==> config.mk <==
export PLATFORM = sky130hd
export DESIGN_NAME = wsf_framer
export DESIGN_NICKNAME = d
export VERILOG_FILES = /design/src/verilog/wsf_pkg.sv /design/src/verilog/wsf_framer.sv /design/src/verilog/wsf_interval_timer.sv /design/src/verilog/wsf_manchester_cell.sv
export SDC_FILE = /design/constraint.sdc
export NUM_CORES = 1
export LEC_CHECK = 0
export BUFFER_PORTS_ARGS = -buffer_cell sky130_fd_sc_hd__buf_2
export CORE_MARGIN = 8
export CORE_UTILIZATION = 28
export CTS_CLUSTER_DIAMETER = 50
export DETAILED_ROUTE_END_ITERATION = 12
export SLEW_MARGIN = 20
export SYNTH_ARGS = -nofsm -noshare
export SYNTH_HDL_FRONTEND = slang
export SYNTH_SLANG_ARGS = --single-unit
==> constraint.sdc <==
create_clock -name mclk_i -period 3.1 [get_ports mclk_i]
set_input_delay 0.62 -clock mclk_i [delete_from_list [all_inputs] [get_ports mclk_i]]
set_output_delay 0.62 -clock mclk_i [all_outputs]
set_load 0.01 [all_outputs]
==> src/verilog/wsf_pkg.sv <==
`default_nettype none
// ----------------------------------------------------------------------------
// Shared constants of the wheel speed status frame framer.
// ----------------------------------------------------------------------------
package wsf_pkg;
    // Clock period of the internal oscillator clock in nanoseconds.
    localparam int unsigned CLK_PERIOD_NS = 8;
    // Bit period of one frame bit cell in nanoseconds; plain default value.
    localparam int unsigned BIT_PERIOD_NS = 50000;
    // Width of the high-level speed pulse in nanoseconds; plain default value.
    localparam int unsigned PULSE_WIDTH_NS = 25000;
    // Stop interval after which the previous frame is repeated.
    localparam int unsigned STOP_INTERVAL_MS = 150;
    // Longest wait for a zero-crossing before low-speed mode.
    localparam int unsigned NO_CROSSING_MS = 1000;
    // Longest wait for the hysteresis level to be passed.
    localparam int unsigned HYST_TIMEOUT_MS = 250;
    // Derived cycle counts; all periods are exact multiples of the clock period.
    localparam int unsigned BIT_CYC = BIT_PERIOD_NS / CLK_PERIOD_NS;
    localparam int unsigned PULSE_CYC = PULSE_WIDTH_NS / CLK_PERIOD_NS;
    localparam int unsigned STOP_CYC = STOP_INTERVAL_MS * 1000000 / CLK_PERIOD_NS;
    localparam int unsigned NO_CROSSING_CYC = NO_CROSSING_MS * 1000000 / CLK_PERIOD_NS;
    localparam int unsigned HYST_CYC = HYST_TIMEOUT_MS * 1000000 / CLK_PERIOD_NS;
    // Width of the cycle counters.
    localparam int unsigned CNT_W = 32;
    // Frame layout.
    localparam int unsigned FRAME_BITS = 9;
    localparam int unsigned BIT_AMP_LOW = 0;
    localparam int unsigned BIT_MODE = 1;
    localparam int unsigned BIT_DIAG = 2;
    localparam int unsigned BIT_DIR_VALID = 3;
    localparam int unsigned BIT_DIR = 4;
    localparam int unsigned BIT_CLASS_LSB = 5;
    localparam logic [3:0] LAST_BIT_IDX = 4'h8;
    // Power-up value of data bits 7..0: only the mode bit is set.
    localparam logic [7:0] FRAME_RESET = 8'h02;
    // Output current levels.
    typedef enum logic [1:0] {
        LVL_LOW = 2'h0,
        LVL_MID = 2'h1,
        LVL_HIGH = 2'h2
    } wsf_level_type;
    // Transmitter states.
    typedef enum logic [2:0] {
        ST_IDLE = 3'h0,
        ST_PULSE = 3'h1,
        ST_GAP = 3'h2,
        ST_FIRST = 3'h3,
        ST_SECOND = 3'h4
    } wsf_state_type;
endpackage
`default_nettype wire
==> src/verilog/wsf_framer.sv <==
`timescale 1ns/1ps
`default_nettype none
module wsf_framer #(
    parameter int unsigned BIT_CYC = wsf_pkg::BIT_CYC,
    parameter int unsigned PULSE_CYC = wsf_pkg::PULSE_CYC,
    parameter int unsigned STOP_CYC = wsf_pkg::STOP_CYC,
    parameter int unsigned NO_CROSSING_CYC = wsf_pkg::NO_CROSSING_CYC,
    parameter int unsigned HYST_CYC = wsf_pkg::HYST_CYC
) (
    input wire logic mclk_i,
    input wire logic rst_n_i,
    input wire logic zero_cross_i,
    input wire logic hyst_passed_i,
    input wire logic normal_mode_i,
    input wire logic amplitude_too_low_flag_i,
    input wire logic [2:0] amplitude_class_code_i,
    input wire logic direction_valid_flag_i,
    input wire logic below_dir_limit_i,
    input wire logic rotation_direction_bit_i,
    input wire logic diag_input_state_i,
    output logic [1:0] current_level_o,
    output logic low_speed_o,
    output logic frame_busy_o,
    output logic [8:0] frame_o
);
    // ------------------------------------------------------------------------
    // Derived timing.
    // ------------------------------------------------------------------------
    // Half a bit cell; also the least gap ahead of a speed pulse.
    localparam int unsigned HALF_CYC = BIT_CYC / 2;
    // The fixed crossing-to-pulse delay covers one whole bit plus half a bit,
    // so a bit still running at a crossing always ends with the gap to spare.
    localparam int unsigned DELAY_CYC = BIT_CYC + HALF_CYC;

    // ------------------------------------------------------------------------
    // State.
    // ------------------------------------------------------------------------
    wsf_pkg::wsf_state_type state_q; // Transmitter state.
    logic [wsf_pkg::CNT_W-1:0] cnt_q; // Cycles left in the current phase.
    logic [3:0] bit_idx_q; // Index of the bit being sent.
    logic artificial_q; // The running frame is a repeat.
    logic abort_q; // A crossing asked to cut the frame short.
    logic delay_busy_q; // A crossing waits for its speed pulse.
    logic [wsf_pkg::CNT_W-1:0] delay_cnt_q; // Cycles left of the delay.
    logic repeat_pend_q; // Stop interval elapsed, repeat wanted.
    logic low_speed_q; // Low-speed mode entered.
    logic normal_seen_q; // Previous value of the normal-mode input.
    logic [7:0] frame_q; // Data bits 7..0 of the frame.
    wsf_pkg::wsf_level_type level_q; // Registered output current level.
    wsf_pkg::wsf_level_type cell_level; // Level of the current bit cell.
    logic delay_ready; // Delay done; a real pulse may start.
    logic mode_bit; // Live value of the mode bit.
    logic tx_bit; // Value of the bit being sent.
    logic stop_expired; // Stop interval elapsed.
    logic nozc_expired; // No crossing for the low-speed limit.
    logic hyst_expired; // Hysteresis not passed in time.
    logic phase_end; // Current phase ends this cycle.

    assign delay_ready = delay_busy_q && (delay_cnt_q == '0);
    assign mode_bit = !normal_mode_i || low_speed_q;
    // Parity bit is derived, never stored, so it cannot go stale.
    assign tx_bit = (bit_idx_q == wsf_pkg::LAST_BIT_IDX) ? ^frame_q : frame_q[bit_idx_q[2:0]];
    assign phase_end = (cnt_q == '0);

    // ------------------------------------------------------------------------
    // Timers.
    // ------------------------------------------------------------------------
    // The stop interval restarts at every crossing and reloads at every expiry.
    wsf_interval_timer #(
        .PERIOD(STOP_CYC)
    ) u_stop_timer (
        .mclk_i(mclk_i),
        .rst_n_i(rst_n_i),
        .restart_i(zero_cross_i),
        .expired_o(stop_expired)
    );

    // Watches for the absence of crossings.
    wsf_interval_timer #(
        .PERIOD(NO_CROSSING_CYC)
    ) u_nozc_timer (
        .mclk_i(mclk_i),
        .rst_n_i(rst_n_i),
        .restart_i(zero_cross_i),
        .expired_o(nozc_expired)
    );

    // Watches for the hysteresis level not being passed.
    wsf_interval_timer #(
        .PERIOD(HYST_CYC)
    ) u_hyst_timer (
        .mclk_i(mclk_i),
        .rst_n_i(rst_n_i),
        .restart_i(hyst_passed_i),
        .expired_o(hyst_expired)
    );

    // Bit cell shaping.
    wsf_manchester_cell u_cell (
        .bit_i(tx_bit),
        .second_half_i(state_q == wsf_pkg::ST_SECOND),
        .level_o(cell_level)
    );

    // ------------------------------------------------------------------------
    // Crossing-to-pulse delay.
    // ------------------------------------------------------------------------
    // A crossing arriving while one is already delayed is dropped; at the
    // specified wheel rates crossings are far more than one delay apart.
    always_ff @(posedge mclk_i) begin
        if (!rst_n_i) begin
            delay_busy_q <= 1'b0;
            delay_cnt_q <= '0;
        end else if (zero_cross_i && !delay_busy_q) begin
            delay_busy_q <= 1'b1;
            delay_cnt_q <= wsf_pkg::CNT_W'(DELAY_CYC - 1);
        end else if (delay_ready && state_q == wsf_pkg::ST_IDLE) begin
            delay_busy_q <= 1'b0;
        end else if (delay_busy_q && !delay_ready) begin
            delay_cnt_q <= delay_cnt_q - 1'b1;
        end
    end

    // ------------------------------------------------------------------------
    // Repeat request, abort request and low-speed flag.
    // ------------------------------------------------------------------------
    // Each flag is set by an event and cleared by its consumer, low speed by a return to normal mode; set wins.
    always_ff @(posedge mclk_i) begin
        if (!rst_n_i) begin
            repeat_pend_q <= 1'b0;
        end else if (stop_expired) begin
            repeat_pend_q <= 1'b1;
        end else if (zero_cross_i || (state_q == wsf_pkg::ST_IDLE && !delay_ready)) begin
            repeat_pend_q <= 1'b0;
        end
    end

    // A crossing during a frame cuts it at the next bit boundary.
    always_ff @(posedge mclk_i) begin
        if (!rst_n_i) begin
            abort_q <= 1'b0;
        end else if (zero_cross_i && state_q != wsf_pkg::ST_IDLE) begin
            abort_q <= 1'b1;
        end else if (state_q == wsf_pkg::ST_IDLE) begin
            abort_q <= 1'b0;
        end
    end

    // Low-speed mode is left once the mode logic reports normal mode again.
    always_ff @(posedge mclk_i) begin
        if (!rst_n_i) begin
            low_speed_q <= 1'b0;
            normal_seen_q <= 1'b0;
        end else begin
            normal_seen_q <= normal_mode_i;
            if (nozc_expired || hyst_expired) begin
                low_speed_q <= 1'b1;
            end else if (normal_mode_i && !normal_seen_q) begin
                low_speed_q <= 1'b0;
            end
        end
    end

    // ------------------------------------------------------------------------
    // Transmitter sequence.
    // ------------------------------------------------------------------------
    // Pulse, half-bit gap, then up to nine Manchester cells in ascending order.
    always_ff @(posedge mclk_i) begin
        if (!rst_n_i) begin
            state_q <= wsf_pkg::ST_IDLE;
            cnt_q <= '0;
            bit_idx_q <= 4'h0;
            artificial_q <= 1'b0;
        end else begin
            unique case (state_q)
                wsf_pkg::ST_IDLE: begin
                    // A real pulse outranks a repeat that falls due together.
                    if (delay_ready) begin
                        state_q <= wsf_pkg::ST_PULSE;
                        cnt_q <= wsf_pkg::CNT_W'(PULSE_CYC - 1);
                        artificial_q <= 1'b0;
                    end else if (repeat_pend_q) begin
                        state_q <= wsf_pkg::ST_PULSE;
                        cnt_q <= wsf_pkg::CNT_W'(PULSE_CYC - 1);
                        artificial_q <= 1'b1;
                    end
                end
                wsf_pkg::ST_PULSE: begin
                    if (phase_end) begin
                        state_q <= wsf_pkg::ST_GAP;
                        cnt_q <= wsf_pkg::CNT_W'(HALF_CYC - 1);
                    end else begin
                        cnt_q <= cnt_q - 1'b1;
                    end
                end
                wsf_pkg::ST_GAP: begin
                    if (phase_end && (abort_q || zero_cross_i)) begin
                        state_q <= wsf_pkg::ST_IDLE;
                    end else if (phase_end) begin
                        state_q <= wsf_pkg::ST_FIRST;
                        cnt_q <= wsf_pkg::CNT_W'(HALF_CYC - 1);
                        bit_idx_q <= 4'h0;
                    end else begin
                        cnt_q <= cnt_q - 1'b1;
                    end
                end
                wsf_pkg::ST_FIRST: begin
                    if (phase_end) begin
                        state_q <= wsf_pkg::ST_SECOND;
                        cnt_q <= wsf_pkg::CNT_W'(HALF_CYC - 1);
                    end else begin
                        cnt_q <= cnt_q - 1'b1;
                    end
                end
                wsf_pkg::ST_SECOND: begin
                    // A started bit always completes before a cut.
                    if (phase_end && (abort_q || zero_cross_i)) begin
                        state_q <= wsf_pkg::ST_IDLE;
                    end else if (phase_end && bit_idx_q == wsf_pkg::LAST_BIT_IDX) begin
                        state_q <= wsf_pkg::ST_IDLE;
                    end else if (phase_end) begin
                        state_q <= wsf_pkg::ST_FIRST;
                        cnt_q <= wsf_pkg::CNT_W'(HALF_CYC - 1);
                        bit_idx_q <= bit_idx_q + 4'h1;
                    end else begin
                        cnt_q <= cnt_q - 1'b1;
                    end
                end
                default: begin
                    state_q <= wsf_pkg::ST_IDLE;
                end
            endcase
        end
    end

    // ------------------------------------------------------------------------
    // Frame content.
    // ------------------------------------------------------------------------
    // Content is fixed by the end of the pulse so a frame never changes mid-flight.
    always_ff @(posedge mclk_i) begin
        if (!rst_n_i) begin
            frame_q <= wsf_pkg::FRAME_RESET;
        end else if (state_q == wsf_pkg::ST_IDLE && delay_ready) begin
            frame_q[wsf_pkg::BIT_MODE] <= mode_bit;
            frame_q[wsf_pkg::BIT_DIR_VALID] <= direction_valid_flag_i && normal_mode_i
                && !low_speed_q && below_dir_limit_i;
            frame_q[wsf_pkg::BIT_DIR] <= rotation_direction_bit_i;
            if (normal_mode_i) begin
                frame_q[wsf_pkg::BIT_AMP_LOW] <= amplitude_too_low_flag_i;
                frame_q[7:5] <= amplitude_class_code_i;
            end
        end else if (state_q == wsf_pkg::ST_IDLE && repeat_pend_q) begin
            // A repeat resends the old frame but shows the current mode.
            frame_q[wsf_pkg::BIT_MODE] <= mode_bit;
        end else if (state_q == wsf_pkg::ST_PULSE && phase_end && !artificial_q) begin
            // The diagnostic input is only measured under the high current.
            frame_q[wsf_pkg::BIT_DIAG] <= diag_input_state_i;
        end
    end

    // ------------------------------------------------------------------------
    // Output level.
    // ------------------------------------------------------------------------
    // Registered so the pin never glitches; it lags the state by one cycle.
    always_ff @(posedge mclk_i) begin
        if (!rst_n_i) begin
            level_q <= wsf_pkg::LVL_LOW;
        end else begin
            unique case (state_q)
                wsf_pkg::ST_PULSE: begin
                    level_q <= artificial_q ? wsf_pkg::LVL_MID : wsf_pkg::LVL_HIGH;
                end
                wsf_pkg::ST_FIRST, wsf_pkg::ST_SECOND: begin
                    level_q <= cell_level;
                end
                default: begin
                    level_q <= wsf_pkg::LVL_LOW;
                end
            endcase
        end
    end

    // Status outputs, all from flip-flops.
    always_ff @(posedge mclk_i) begin
        if (!rst_n_i) begin
            frame_busy_o <= 1'b0;
            frame_o <= {1'b1, wsf_pkg::FRAME_RESET};
        end else begin
            frame_busy_o <= (state_q != wsf_pkg::ST_IDLE);
            frame_o <= {^frame_q, frame_q};
        end
    end

    assign current_level_o = level_q;
    assign low_speed_o = low_speed_q;
endmodule
`default_nettype wire

==> src/verilog/wsf_interval_timer.sv <==
`timescale 1ns/1ps
`default_nettype none
// ----------------------------------------------------------------------------
// Retriggerable interval timer: pulses once per PERIOD cycles without restart.
// ----------------------------------------------------------------------------
module wsf_interval_timer #(
    parameter int unsigned PERIOD = 16
) (
    input wire logic mclk_i,
    input wire logic rst_n_i,
    input wire logic restart_i,
    output logic expired_o
);
    // Cycles left until the next expiry.
    logic [31:0] left_q;

    // Count down; reload on restart or at expiry so the pulse repeats.
    always_ff @(posedge mclk_i) begin
        if (!rst_n_i) begin
            // Start a full period at reset, so no false expiry follows it.
            left_q <= 32'(PERIOD - 1);
            expired_o <= 1'b0;
        end else if (restart_i) begin
            left_q <= 32'(PERIOD - 1);
            expired_o <= 1'b0;
        end else if (left_q == 32'h0) begin
            // Reloading here keeps repeats exactly one period apart.
            left_q <= 32'(PERIOD - 1);
            expired_o <= 1'b1;
        end else begin
            left_q <= left_q - 32'h1;
            expired_o <= 1'b0;
        end
    end
endmodule
`default_nettype wire

==> src/verilog/wsf_manchester_cell.sv <==
`timescale 1ns/1ps
`default_nettype none
// ----------------------------------------------------------------------------
// Current level of one Manchester bit cell half at the intermediate level.
// ----------------------------------------------------------------------------
module wsf_manchester_cell (
    input wire logic bit_i,
    input wire logic second_half_i,
    output wsf_pkg::wsf_level_type level_o
);
    // A one rises at mid-cell, a zero falls; so the first half is the inverse.
    always_comb begin
        if (bit_i ^ second_half_i) begin
            level_o = wsf_pkg::LVL_LOW;
        end else begin
            level_o = wsf_pkg::LVL_MID;
        end
    end
endmodule
`default_nettype wire

==> results by group <==
Placement
  – Placed Area: 0.00986 mm^2
  – Number of port buffers: 25
  – Worst slack at placement: 0.504 ns
  – RePlAce Congestion: slightly above 0.8
  – DP Wirelength: 14.9 mm

Clocking
  – Max clock buf depth: 2
  – Clock sinks: approximately 200
  – Post-CTS Resized: 0
  – Hold-fix buffers at CTS: 0
  – CTS Buf Count: 17
  – Worst-path clk slew: 0.07 ns
  – Root Buffer Master: clkbuf_16
  – Clk_lat worst skew: 0.44 ns
  – Post-CTS setup repair buffer count: 0
  – CTS tree: yes
  – H-tree depth: 4

Global routing
  – Initial antenna violation count: 0
  – Total grt overflow: 0
  – Vias in the first global route: 7328
  – Pin count of the biggest net entering global routing: 44
  – First-pass GRT wire length: 35.9 mm
  – Tot GR Track Use: 0.112

Critical path
  – Kind of critical path: reg -> reg
  – Worst r2r path cells: 6
  – Critical path arrival: 2.95 ns
  – CP peak stage delay: 0.55 ns
  – Crit-path max FO: 12
  – CP required: 3.40 ns
  – Critical-path top delay cell: or4_4
  – Beginning of the worst register-to-register path: delay_cnt_q[7]
  – Startpoint Class: flop
  – Cells along the critical path: or4_4 -> or3_4 -> nor4_4 -> nor2b_1 -> a211oi_1 -> a311oi_1
  – FF-to-FF End: delay_cnt_q[2]
  – Crit. End Element: flop
  – R2r setup slk: about 0.46 ns

Yosys
  – YS warnings: 0
  – Main synth FF type: dfxtp_1
  – Syn Area/Cell: 8.54 um^2
  – EDFF count, synth: 0
  – Post-Synthesis Cells: approximately 1100
  – Post-synthesis cell area: 0.00912 mm^2
  – Synth Net Count: 1092
  – Async S/R FF share, synth: 0
  – Synth Register Bits: 196
  – Distinct cells, synth: 69
  – Sequential share of the synthesized area: 0.430

Floorplanning
  – Total Die Area: 0.0386 mm^2
  – Core ar.: 0.0323 mm^2
  – Cell Rows: 66
  – Initial Util: 0.282
  – Chip Width: 196 um
  – Die Y: approximately 200 um
  – # IOs: 26

Detailed routing
  – Post-route ant nets: 0
  – DR pass1 iterations: 4
  – Via count: approximately 7700
  – Final WL: about 21 mm
  – Vias per cell: 4.91
  – Average wire per standard cell: 13.5 um
  – DR iter-0 viols: 517
  – Post-route DRC: 0

Hold path
  – Hold path startpoint: hyst_passed_i
  – Hold/Removal Path Class: in -> reg
  – WHS Path Cells: 2
  – WHS Endpoint: u_hyst_timer.expired_o

STA
  – Fin crit period: ~2.6 ns
  – PnR worst setup slack: 0.457 ns
  – Slew @ Worst Pin: 0.908 ns
  – Final TNS setup: 0 ns
  – Setup violators final: 0
  – Final Hold Fails: 0
  – Worst clock skew: 0.0119 ns
  – Maximum clock rate: between 0.3 and 0.4 GHz
  – Relative slew slack: 0.390
  – Final period util: 0.853
  – Unrepaired setup endpoints after global routing: false
  – Slew Limit Fails: 0

Cells and area
  – Commonest non-fill, non-tap cells in the layout: dfxtp_1, nor2_1, nand2_1
  – Fillers: roughly 3400
  – Register area: 0.00392 mm^2
  – Antenna Cells: 0
  – Layout cells sized above 1: 0.108
  – Fin nets: roughly 1100
  – Commonest non-fill, non-tap cell in the layout: dfxtp_1
  – Multi-input logic area: 0.00498 mm^2
  – Layout area overhead: 14.4%
  – Final Cell Area: roughly 0.010 mm^2

Run status
  – Status: finished, final reports clean

Flow run
  – MaxCap Viol Count: 0

Power
  – Max VDD drop: 0.741 mV
  – Leakage: approximately 3.7 nW
  – PwrDens: 896 mW/mm^2
Yosys cell counts, drive strengths merged, types with 4 or more instances:
master / instances / area share
dfxtp: 196 / 0.43
nor2: 141 / 0.058
nand2: 113 / 0.047
xnor2: 72 / 0.069
nor3: 67 / 0.039
nor4: 46 / 0.038
a21oi: 43 / 0.024
o21ai: 37 / 0.020
nand3: 27 / 0.015
or3: 27 / 0.019
xor2: 27 / 0.026
or4: 24 / 0.021
clkbuf: 20 / 0.0082
inv: 20 / 0.0082
nand2b: 18 / 0.012
nand4: 18 / 0.012
a31oi: 14 / 0.0096
buf: 13 / 0.0071
ha: 11 / 0.015
and2: 10 / 0.0069
o31ai: 10 / 0.0082
and3: 9 / 0.0062
or2: 8 / 0.0058
a311oi: 7 / 0.0067
nor3b: 7 / 0.0058
a31o: 6 / 0.0058
mux2i: 6 / 0.0066
nor2b: 6 / 0.0041
nand3b: 5 / 0.0045
o221a: 5 / 0.0062
a211oi: 4 / 0.0038
a21o: 4 / 0.0033
o21a: 4 / 0.0033
o22ai: 4 / 0.0027
worst max-delay path, delay by kind of cell, from the launching register on:
family | cells | cell delay, ns
and+or+nand+nor | 4 | 1.78
AOI/OAI and AO/OA | 2 | 0.37
DFF | 1 | 0.35
routing by layer:
metal  GRT usage  vias up  routed length, um
met4      0.0514        0                465
met3      0.0208       28                757
met1       0.146     3579              10200
met5           0        -                  0
met2       0.178      135               9670
li1            -     3915                  -
power by group:
part | internal (W) | switching, W | total [W] | leakage, nW
registers | 0.00270 | 0.000247 | 0.00295 | 1.59
logic | 0.00154 | 0.00268 | 0.00423 | 1.84
clock network | 0.00110 | 0.00106 | 0.00216 | 0.284
cells by family after synthesis:
group	Yosys count	synth area share
compound gates	162	0.117
xor+xnor	99	0.0951
fa+ha+maj	11	0.0151
buf+inv	53	0.0236
flops	196	0.430
mux	9	0.0128
simple gates	538	0.306
sequential cells by signal (all words and copies together), names as in the netlist, 2 cells and up:
register	count
u_nozc_timer.left_q	32
state_q	3
bit_idx_q	4
frame_o	9
cnt_q	32
u_stop_timer.left_q	32
frame_q	8
u_hyst_timer.left_q	32
delay_cnt_q	32
current_level_o	2
how the worst max path moves through the flow:
| stage | depth (start not counted) | startpoint | slack, ns | to |
|---|---|---|---|---|
| after global placement | 6 | delay_cnt_q[7] | 0.54 | delay_cnt_q[2] |
| final | 6 | delay_cnt_q[7] | 0.46 | delay_cnt_q[2] |
| after CTS | 6 | delay_cnt_q[7] | 0.51 | delay_cnt_q[2] |
| after global routing | 8 | delay_cnt_q[0] | 0.24 | delay_cnt_q[2] |
| after floorplan | 6 | delay_cnt_q[7] | 0.74 | cnt_q[22] |
| after detailed placement | 6 | delay_cnt_q[7] | 0.50 | delay_cnt_q[3] |
per-stage QoR:
stage / utilization / hold WS (ns) / std cells / power, W
after floorplan: - / 0.378 / 1068 / 0.00577
after global placement: 0.305 / 0.393 / 1529 / 0.00716
after detailed placement: 0.305 / 0.401 / 1529 / 0.00717
after CTS: 0.323 / 0.367 / 1561 / 0.00937
after global routing: 0.323 / 0.371 / 1561 / 0.00995
final: 0.323 / 0.379 / 1561 / 0.00934
layout make-up:
class,count,area share
clock buffers,20,0.0438
clock inverters,12,0.0108
multi-input cells,819,0.477
inverters,20,0.00720
well taps,442,0.0530
repair buffers,52,0.0314
flip-flops and latches,196,0.376
Note: power is estimated with default switching activity, not from simulation.
